==> src/hw/ldexec_pkg.sv <==
// Notes on behaviour
// - Opcode F2 is predecrement store, 14 cycles
// - Pointer pair decremented first, then used
// - Source byte written at the updated address
// - Opcode F3 increments pointer, stores, 14 cycles
// - Each store targets program or external space
// - Even pair field selects program memory
// - Pair is 16 bits, even byte high
// - No condition flag is ever changed
// - Source operand never written
// - Word load copies 16 bits at once
// - Word load forms C4/C5/C6, 8 cycles each
// - High byte to register dst, low byte to dst + 1
package ldexec_pkg;

    // ------------------------------------------------------------
    // Opcodes and timing
    // ------------------------------------------------------------
    localparam logic [7:0] OPC_PREDEC    = 8'hF2;
    localparam logic [7:0] OPC_PREINC    = 8'hF3;
    localparam logic [7:0] OPC_WORD_RR   = 8'hC4;
    localparam logic [7:0] OPC_WORD_IR   = 8'hC5;
    localparam logic [7:0] OPC_WORD_IML  = 8'hC6;
    localparam logic [4:0] CYC_STORE     = 5'h0E;
    localparam logic [4:0] CYC_WORD      = 5'h08;
    localparam logic [7:0] RESET_BYTE    = 8'h00;
    localparam logic [15:0] RESET_WORD   = 16'h0000;

    typedef enum logic [2:0] {
        ST_IDLE,
        ST_RD_PTR,
        ST_RD_SRC,
        ST_MEM_WR,
        ST_WR_PTR,
        ST_WORD_RD,
        ST_WORD_WR,
        ST_WAIT
    } state_t;

    // Decoded instruction from the front end
    typedef struct packed {
        logic       valid;
        logic [7:0] opcode;
        logic [7:0] dst;
        logic [7:0] src;
        logic [7:0] imm_low;
    } instr_t;

    // Register file port
    typedef struct packed {
        logic        rd_en;
        logic [7:0]  rd_addr;
        logic        wr_en;
        logic [7:0]  wr_addr;
        logic [15:0] wr_data;
        logic        wr_word;
    } rf_req_t;

    // Memory bus request
    typedef struct packed {
        logic        wr_en;
        logic        prog_space;
        logic [15:0] addr;
        logic [7:0]  data;
    } mem_req_t;

endpackage : ldexec_pkg

==> src/hw/ldexec.sv <==
`timescale 1ns/1ps
module ldexec (
    input  wire logic                clk,
    input  wire logic                resetn,
    input  wire ldexec_pkg::instr_t  instr,
    input  wire logic [15:0]         rf_rd_data,
    output ldexec_pkg::rf_req_t      rf_req,
    output ldexec_pkg::mem_req_t     mem_req,
    output logic                     busy,
    output logic                     done,
    output logic                     illegal
);
    // ------------------------------------------------------------
    // State
    // ------------------------------------------------------------
    typedef struct packed {
        ldexec_pkg::state_t   st;
        logic [4:0]           cnt;
        logic [7:0]           opc;
        logic [7:0]           dst;
        logic [7:0]           src;
        logic [7:0]           imm_low;
        logic [15:0]          ptr;
        ldexec_pkg::rf_req_t  rf;
        ldexec_pkg::mem_req_t mem;
        logic                 busy;
        logic                 done;
        logic                 illegal;
    } core_t;

    core_t       cur;
    core_t       next_cur;
    logic [7:0]  step_high;
    logic [7:0]  step_low;

    // ------------------------------------------------------------
    // Decode helpers
    // ------------------------------------------------------------
    function automatic logic [7:0] pair_base(input logic [7:0] fld);
        pair_base = {fld[7:1], 1'b0};
    endfunction : pair_base

    function automatic logic is_store(input logic [7:0] op);
        is_store = (op == ldexec_pkg::OPC_PREDEC) ||
                   (op == ldexec_pkg::OPC_PREINC);
    endfunction : is_store

    function automatic logic is_word(input logic [7:0] op);
        is_word = (op == ldexec_pkg::OPC_WORD_RR) ||
                  (op == ldexec_pkg::OPC_WORD_IR) ||
                  (op == ldexec_pkg::OPC_WORD_IML);
    endfunction : is_word

    // ------------------------------------------------------------
    // Pointer arithmetic
    // ------------------------------------------------------------
    ptr_step u_step (
        .high_in  (rf_rd_data[15:8]),
        .low_in   (rf_rd_data[7:0]),
        .dec      (cur.opc == ldexec_pkg::OPC_PREDEC),
        .high_out (step_high),
        .low_out  (step_low)
    );

    // ------------------------------------------------------------
    // Sequencer
    // ------------------------------------------------------------
    always_comb begin
        next_cur = cur;
        next_cur.rf.rd_en  = 1'b0;
        next_cur.rf.wr_en  = 1'b0;
        next_cur.rf.wr_word = 1'b0;
        next_cur.mem.wr_en = 1'b0;
        next_cur.done      = 1'b0;
        next_cur.illegal   = 1'b0;
        if (cur.st != ldexec_pkg::ST_IDLE) begin
            next_cur.cnt = cur.cnt - 5'h01;
        end
        case (cur.st)
            ldexec_pkg::ST_IDLE: begin
                if (instr.valid) begin
                    next_cur.opc     = instr.opcode;
                    next_cur.dst     = instr.dst;
                    next_cur.src     = instr.src;
                    next_cur.imm_low = instr.imm_low;
                    if (is_store(instr.opcode)) begin
                        next_cur.busy = 1'b1;
                        next_cur.cnt  = ldexec_pkg::CYC_STORE - 5'h01;
                        next_cur.rf.rd_en   = 1'b1;
                        next_cur.rf.rd_addr = pair_base(instr.dst);
                        next_cur.st   = ldexec_pkg::ST_RD_PTR;
                    end else if (is_word(instr.opcode)) begin
                        next_cur.busy = 1'b1;
                        next_cur.cnt  = ldexec_pkg::CYC_WORD - 5'h01;
                        next_cur.st   = ldexec_pkg::ST_WORD_RD;
                        if (instr.opcode != ldexec_pkg::OPC_WORD_IML) begin
                            next_cur.rf.rd_en   = 1'b1;
                            next_cur.rf.rd_addr = instr.src;
                        end
                    end else begin
                        next_cur.illegal = 1'b1;
                    end
                end
            end
            ldexec_pkg::ST_RD_PTR: begin
                // Pointer updated before any memory access
                next_cur.ptr = {step_high, step_low};
                next_cur.rf.rd_en   = 1'b1;
                next_cur.rf.rd_addr = cur.src;
                next_cur.st = ldexec_pkg::ST_RD_SRC;
            end
            ldexec_pkg::ST_RD_SRC: begin
                next_cur.mem.wr_en = 1'b1;
                next_cur.mem.addr  = cur.ptr;
                // Source register sits in the high byte of the read
                next_cur.mem.data  = rf_rd_data[15:8];
                next_cur.mem.prog_space = ~cur.dst[0];
                next_cur.st = ldexec_pkg::ST_MEM_WR;
            end
            ldexec_pkg::ST_MEM_WR: begin
                // Pair written back for both spaces; source untouched
                next_cur.rf.wr_en   = 1'b1;
                next_cur.rf.wr_word = 1'b1;
                next_cur.rf.wr_addr = pair_base(cur.dst);
                next_cur.rf.wr_data = cur.ptr;
                next_cur.st = ldexec_pkg::ST_WAIT;
            end
            ldexec_pkg::ST_WORD_RD: begin
                next_cur.st = ldexec_pkg::ST_WORD_WR;
                if (cur.opc == ldexec_pkg::OPC_WORD_IR) begin
                    next_cur.rf.rd_en   = 1'b1;
                    // Address register sits in the high byte
                    next_cur.rf.rd_addr = rf_rd_data[15:8];
                    next_cur.st = ldexec_pkg::ST_WR_PTR;
                end else begin
                    next_cur.rf.wr_en   = 1'b1;
                    next_cur.rf.wr_word = 1'b1;
                    next_cur.rf.wr_addr = cur.dst;
                    next_cur.rf.wr_data =
                        (cur.opc == ldexec_pkg::OPC_WORD_IML)
                        ? {cur.src, cur.imm_low} : rf_rd_data;
                    next_cur.st = ldexec_pkg::ST_WAIT;
                end
            end
            ldexec_pkg::ST_WR_PTR: begin
                // Indirect word arrives one cycle after its address
                next_cur.rf.wr_en   = 1'b1;
                next_cur.rf.wr_word = 1'b1;
                next_cur.rf.wr_addr = cur.dst;
                next_cur.rf.wr_data = rf_rd_data;
                next_cur.st = ldexec_pkg::ST_WAIT;
            end
            ldexec_pkg::ST_WORD_WR: begin
                next_cur.st = ldexec_pkg::ST_WAIT;
            end
            ldexec_pkg::ST_WAIT: begin
                // Pad to the fixed instruction length
                if (cur.cnt == 5'h01) begin
                    next_cur.busy = 1'b0;
                    next_cur.done = 1'b1;
                    next_cur.st   = ldexec_pkg::ST_IDLE;
                end
            end
            default: begin
                next_cur.st = ldexec_pkg::ST_IDLE;
            end
        endcase
    end

    // ------------------------------------------------------------
    // State register
    // ------------------------------------------------------------
    always_ff @(posedge clk or negedge resetn) begin
        if (!resetn) begin
            cur <= '0;
            cur.st <= ldexec_pkg::ST_IDLE;
        end else begin
            cur <= next_cur;
        end
    end

    // ------------------------------------------------------------
    // Outputs
    // ------------------------------------------------------------
    // No flag port: condition flags never touched
    assign rf_req  = cur.rf;
    assign mem_req = cur.mem;
    assign busy    = cur.busy;
    assign done    = cur.done;
    assign illegal = cur.illegal;
endmodule : ldexec

==> src/hw/ptr_step.sv <==
`timescale 1ns/1ps
module ptr_step (
    input  wire logic [7:0]  high_in,
    input  wire logic [7:0]  low_in,
    input  wire logic        dec,
    output logic      [7:0]  high_out,
    output logic      [7:0]  low_out
);
    logic [15:0] sum;

    // Carry and borrow ride across both bytes
    always_comb begin
        sum = dec ? ({high_in, low_in} - 16'h0001)
                  : ({high_in, low_in} + 16'h0001);
        high_out = sum[15:8];
        low_out  = sum[7:0];
    end
endmodule : ptr_step

==> config.mk <==
export PLATFORM = sky130hd
export DESIGN_NAME = ldexec
export DESIGN_NICKNAME = d
export VERILOG_FILES = /design/src/hw/ldexec_pkg.sv /design/src/hw/ldexec.sv /design/src/hw/ptr_step.sv
export SDC_FILE = /design/constraint.sdc
export NUM_CORES = 1
export LEC_CHECK = 0
export BUFFER_PORTS_ARGS = -buffer_cell sky130_fd_sc_hd__buf_2
export CORE_ASPECT_RATIO = 0.6
export CORE_MARGIN = 5
export CORE_UTILIZATION = 55
export DETAILED_ROUTE_END_ITERATION = 12
export HOLD_SLACK_MARGIN = 0.02
export PLACE_DENSITY = 0.91
export SLEW_MARGIN = 20
export SYNTH_ARGS = -nofsm -noshare
export SYNTH_HDL_FRONTEND = slang
export SYNTH_SLANG_ARGS = --single-unit
export TNS_END_PERCENT = 1
==> constraint.sdc <==
create_clock -name clk -period 5.4 [get_ports clk]
set_input_delay 1.62 -clock clk [delete_from_list [all_inputs] [get_ports clk]]
set_output_delay 1.62 -clock clk [all_outputs]
set_load 0.05 [all_outputs]
### Yosys cells after proc, flatten, opt, wreduce, memory -nomap -nowiden

Cells that the tools add are included.

* register bits: 120
* input bits: 51
* output and inout bits: 64
* word-level logic and storage cells: 90

* $add $sub $neg: 3
* equality and inequality tests: 23
* multiplexer cells: 29
* bitwise logic cells: 1
* reductions and logical operators: 14

Operator list (count)
* $pmux W26 S3: 1
* $eq A8 B8 Y1 const B: 8
* $mux W26: 2
* $mux W9: 5
* $mux W40: 1
* $mux W37: 1
* $mux W16: 2
* $pmux W9 S3: 1
* $pmux W3 S6: 1
* $add A16 B1 Y16 const B: 1
* $mux W8: 2
* $sub A16 B1 Y16 const B: 1
* $eq A3 B3 Y1 const B: 4
* $reduce_bool A3 Y1: 3
* $mux W1: 8
* $ne A2 B2 Y1 const B: 4
* $ne A8 B8 Y1 const B: 1
* $eq A3 B2 Y1 const B: 2
* $ne A3 B3 Y1 const B: 2
* $eq A5 B1 Y1 const B: 1
* $mux W5: 1
* $reduce_and A5 Y1: 1
* $sub A5 B1 Y5 const B: 1
* $mux W2: 2
* 11 further kinds: 14

### Longest topological paths before layout

* depth in word-level cells: 7
* gate-level depth with buffers: 10

### Hierarchy

A second synthesis with hierarchy kept.

* cells, all modules: 668
* area total of the unflattened synthesis: 6561.3 um^2

Modules (own cells, without submodules)
* ldexec: instances 1, cells each 570, area an instance 5823.1 um^2, sequential area each 2977.9 um^2
* ptr_step: instances 1, cells each 98, area an instance 738.2 um^2, sequential area each 0.0 um^2

### Worst setup path after synthesis

OpenSTA, ideal clock, no wires.

* path kind: input -> register
* from: in rf_rd_data[0]
* to: reg cur[78] (netlist bit)
* data arrival time: 3.315 ns
* data required time: 5.317 ns
* setup slack: 2.003 ns
* stages: 7
* cells stage by stage: fa_1 a211oi_1 o211ai_1 a41oi_1 o311ai_0 xnor2_1 o21ai_0

* longest elaborated chain between the ends: 2
* elaborated cells between the ends (all ways): 3
* those cells by class: 2 x add/sub; 1 x mux

RTL lines
* start: declaration: line ldexec.sv:6 `input wire logic [15:0] rf_rd_data,`
* $add A16 B1 Y16 or $sub A16 B1 Y16 (tied branches): line ptr_step.sv:14, ptr_step.sv:13
* $mux W16 (*): line ptr_step.sv:13 `sum = dec ? ({high_in, low_in} - 16'h0001)`
* end signal: assignment: line ldexec.sv:178 `cur <= next_cur;`
* end: declaration: line ldexec.sv:31 `core_t cur;`

Mark *: on every way between the ends. The rest lies on a longest branch, timed or not.
A chain may end at the register's enable or synchronous reset.

### Worst setup path after layout

Same ends and word-level chain as after synthesis.

==> results.yml <==
timing:
  rsz0062_at_grt: "no"
  relSlewSlack_pct: 39.02
  worst_pin_slew_ns: 0.9147
  maxSlewViolCount: 0
  setup_viol: 0
  finalHoldViolations: 0
  min_period_over_period_pct: 64.03
  fin_crit_ns: 3.458
  timing.fmax_mhz: 289.2
  setup-tns-final_ns: 0
  clock_skew_ns: 0.006474
detailed_routing:
  wl_met1_mm: 6.735
  drt_iter0_drc: 483
  vias: 4997
  met2_length_mm: 6.819
  wl_per_cell_um: 17.28
  drt-total-wl_mm: 15.02
  drc: 0
  firstDrtPassIters: 6
  ant_nets: 0
  top_layer: "met4"
  wl_met3_mm: 1.325
  vias_per_cell: 5.750
pwr:
  p_leak_nw: 3.585
  power_density_nw_per_um2: 592.0
  ir_drop_mv: 0.5358
yosys:
  synthCells: 666
  synth-seq-cells: 119
  yosysTopAreaCellShare_pct: 49.00
  ys.flop_type: "dfrtp_1"
  syn_nets: 734
  netlist_area_sq_um: 6077
  synth_largest_area_cell: "dfrtp_1"
  synth-edff-count: 0
  synth_warnings: 0
  avgSynthCellArea_sq_um: 9.125
  synth_cell_types: 57
  synth_top_cells_by_area: "dfrtp_1 (49%), nand2_1 (13%), buf_4 (8.3%), a21oi_1 (3.5%), ha_1 (3.3%)"
  ys_seq_area_share_pct: 49.00
  synthArstFlopShare_pct: 100.0
clock_tree:
  cts_resized: 0
  cts_tree: "done"
  cts-root-buf: "clkbuf_16"
  clock-sinks: 119
  cts_setup_buffers: 0
  htreeDepth: 4
  cts_buffers: 17
  clk_pin_slew_worst_paths_ns: 0.05
  clk_path_buf_depth: 2
  clock_latency_ns: 0.41
  cts_hold_buf: 0
layout:
  final_common_cell: "nand2_1"
  area_growth_pct: 14.78
  fillCellCount: 852
  layout-drive-gt1-share_pct: 22.74
  fin_nets: 786
  final_core_util_pct: 65.39
  layout_common_cells: "nand2_1 (202), dfrtp_1 (119), buf_2 (113), a21oi_1 (43), o21ai_0 (33)"
  insertedDiodeCount: 0
floorplan:
  fp.dieW_um: 145.7
  initial_utilization_pct: 56.97
  io_pins: 115
  core_sq_um: 10670
  dieArea_sq_um: 13320
  core.rowCount: 29
  die_h_um: 91.42
placed_design:
  gp_congestion: 0.8953
  port_buffers: 114
  dpl.hpwl_mm: 10.59
global_route:
  grt_pass1_vias: 4781
  grt_max_degree: 55
  grt_overflow: 0
  grt_pass1_wl_mm: 24.72
  grt_use_total_pct: 23.02
  antenna_found_initial: 0
worst_setup_path:
  crit_fanout: 5
  slowest_stage: "fa_1"
  crit_type: "in2reg"
  crit_chain: "buf_2 -> fa_1 -> a211oi_1 -> o211ai_1 -> a41oi_1 -> o311ai_0 -> xnor2_1 -> o21ai_0"
  r2r-start: "cur[104]$_DFFE_PN0P_"
  required_ns: 5.65
  startpoint_type: "input port"
  max_stage_delay_ns: 0.49
  worstSetupEndpointType: "flip-flop"
  cp-startpoint: "rf_rd_data[0]"
  worst_ep_arrival_time_ns: 3.71
outcome:
  outcome: "finished clean"
flow_run:
  drv_cap: 0
min_path:
  hold_path.class: "reg2reg"
  min_from: "mem_req[23]$_DFFE_PN0P_"
[sequential cells by signal, summed over array words and instances, names as in the netlist]
register  flops
busy          1
cur          56
done          1
illegal       1
mem_req      26
rf_req       34
[path summary, 6_finish.rpt]
check                           depth (start not counted)  slack, ns                       to
worst max register to register                         10       2.16      cur[79]$_DFFE_PN0N_
min in group asynchronous                               1       1.24    mem_req[25]$_DFF_PN0_
max in group asynchronous                               2       3.23       cur[115]$_DFF_PN0_
worst min register to register                          2       0.46  mem_req[23]$_DFFE_PN0P_
worst max-delay path                                    8       1.94      cur[78]$_DFFE_PN0N_
worst min-delay path                                    2       0.46  mem_req[23]$_DFFE_PN0P_
[worst max-delay path: cells and delay by family]
| kind | cells | cell delay [ns] |
|---|---|---|
| buffers and inverters | 1 | 0.14 |
| xor gates and xnor gates | 1 | 0.16 |
| AOI/OAI and AO/OA | 5 | 1.30 |
| adders and majority gates | 1 | 0.49 |
[synthesized netlist by cell type (4+ instances only)]
library cell and number:
a221oi_1 6, mux2_2 6, o21ai_0 33, inv_1 9, xor2_1 8, a222oi_1 16, o21a_1 4, nor3_1 4
xnor2_1 5, a21oi_1 43, a211oi_1 6, ha_1 16, clkbuf_1 12, nor2_1 32, dfrtp_1 119, nand2_1 203
a31oi_1 4, buf_2 5, nand3_1 5, buf_4 67, nor2b_1 9
[cells by family after synthesis]
logic type,Yosys count,share of synthesized area (%)
fa+ha+maj,17,3.624
compound gates,136,14.56
buf+inv,98,10.60
xor+xnor,13,1.874
flops,119,49.00
simple gates,276,19.04
mux,7,1.297
[power breakdown]
group,internal [mW],total [mW],switching [mW]
registers,1.17,1.36,0.188
clock network,0.897,1.29,0.391
logic,0.390,1.49,1.09
total,2.46,4.13,1.67
[metrics by stage]
step | hold WS [ns] | power, mW | std cells | cell area (sq um) | setup slack [ns]
2_1_floorplan | 0.4379 | 2.724 | 666 | 6077 | 2.003
3_3_place_gp | 0.4520 | 2.780 | 837 | 6274 | 1.567
3_5_place_dp | 0.4571 | 2.817 | 837 | 6276 | 1.534
4_1_cts | 0.4712 | 4.119 | 868 | 6945 | 1.963
5_1_grt | 0.4973 | 4.332 | 869 | 6975 | 1.707
6_report | 0.4645 | 4.130 | 869 | 6975 | 1.942
[cell type report]
class / count / area (sq um) / area share [%]
Clock buffer: 22 / 474.2 / 6.798
Clock inverter: 9 / 195.2 / 2.798
Inverter: 10 / 37.54 / 0.5381
Multi-Input combinational cell: 449 / 2471 / 35.43
Sequential cell: 119 / 2978 / 42.69
Tap cell: 139 / 173.9 / 2.493
Timing Repair Buffer: 121 / 645.6 / 9.256
[metal layers]
| metal | track usage [%] | vias up |
|---|---|---|
| li1 | - | 2323 |
| met1 | 32.80 | 2454 |
| met2 | 35.00 | 207 |
| met3 | 5.970 | 13 |
| met4 | 6.599 | 0 |
| met5 | 0 | - |
No activity file was read; power rests on OpenSTA's default activity.
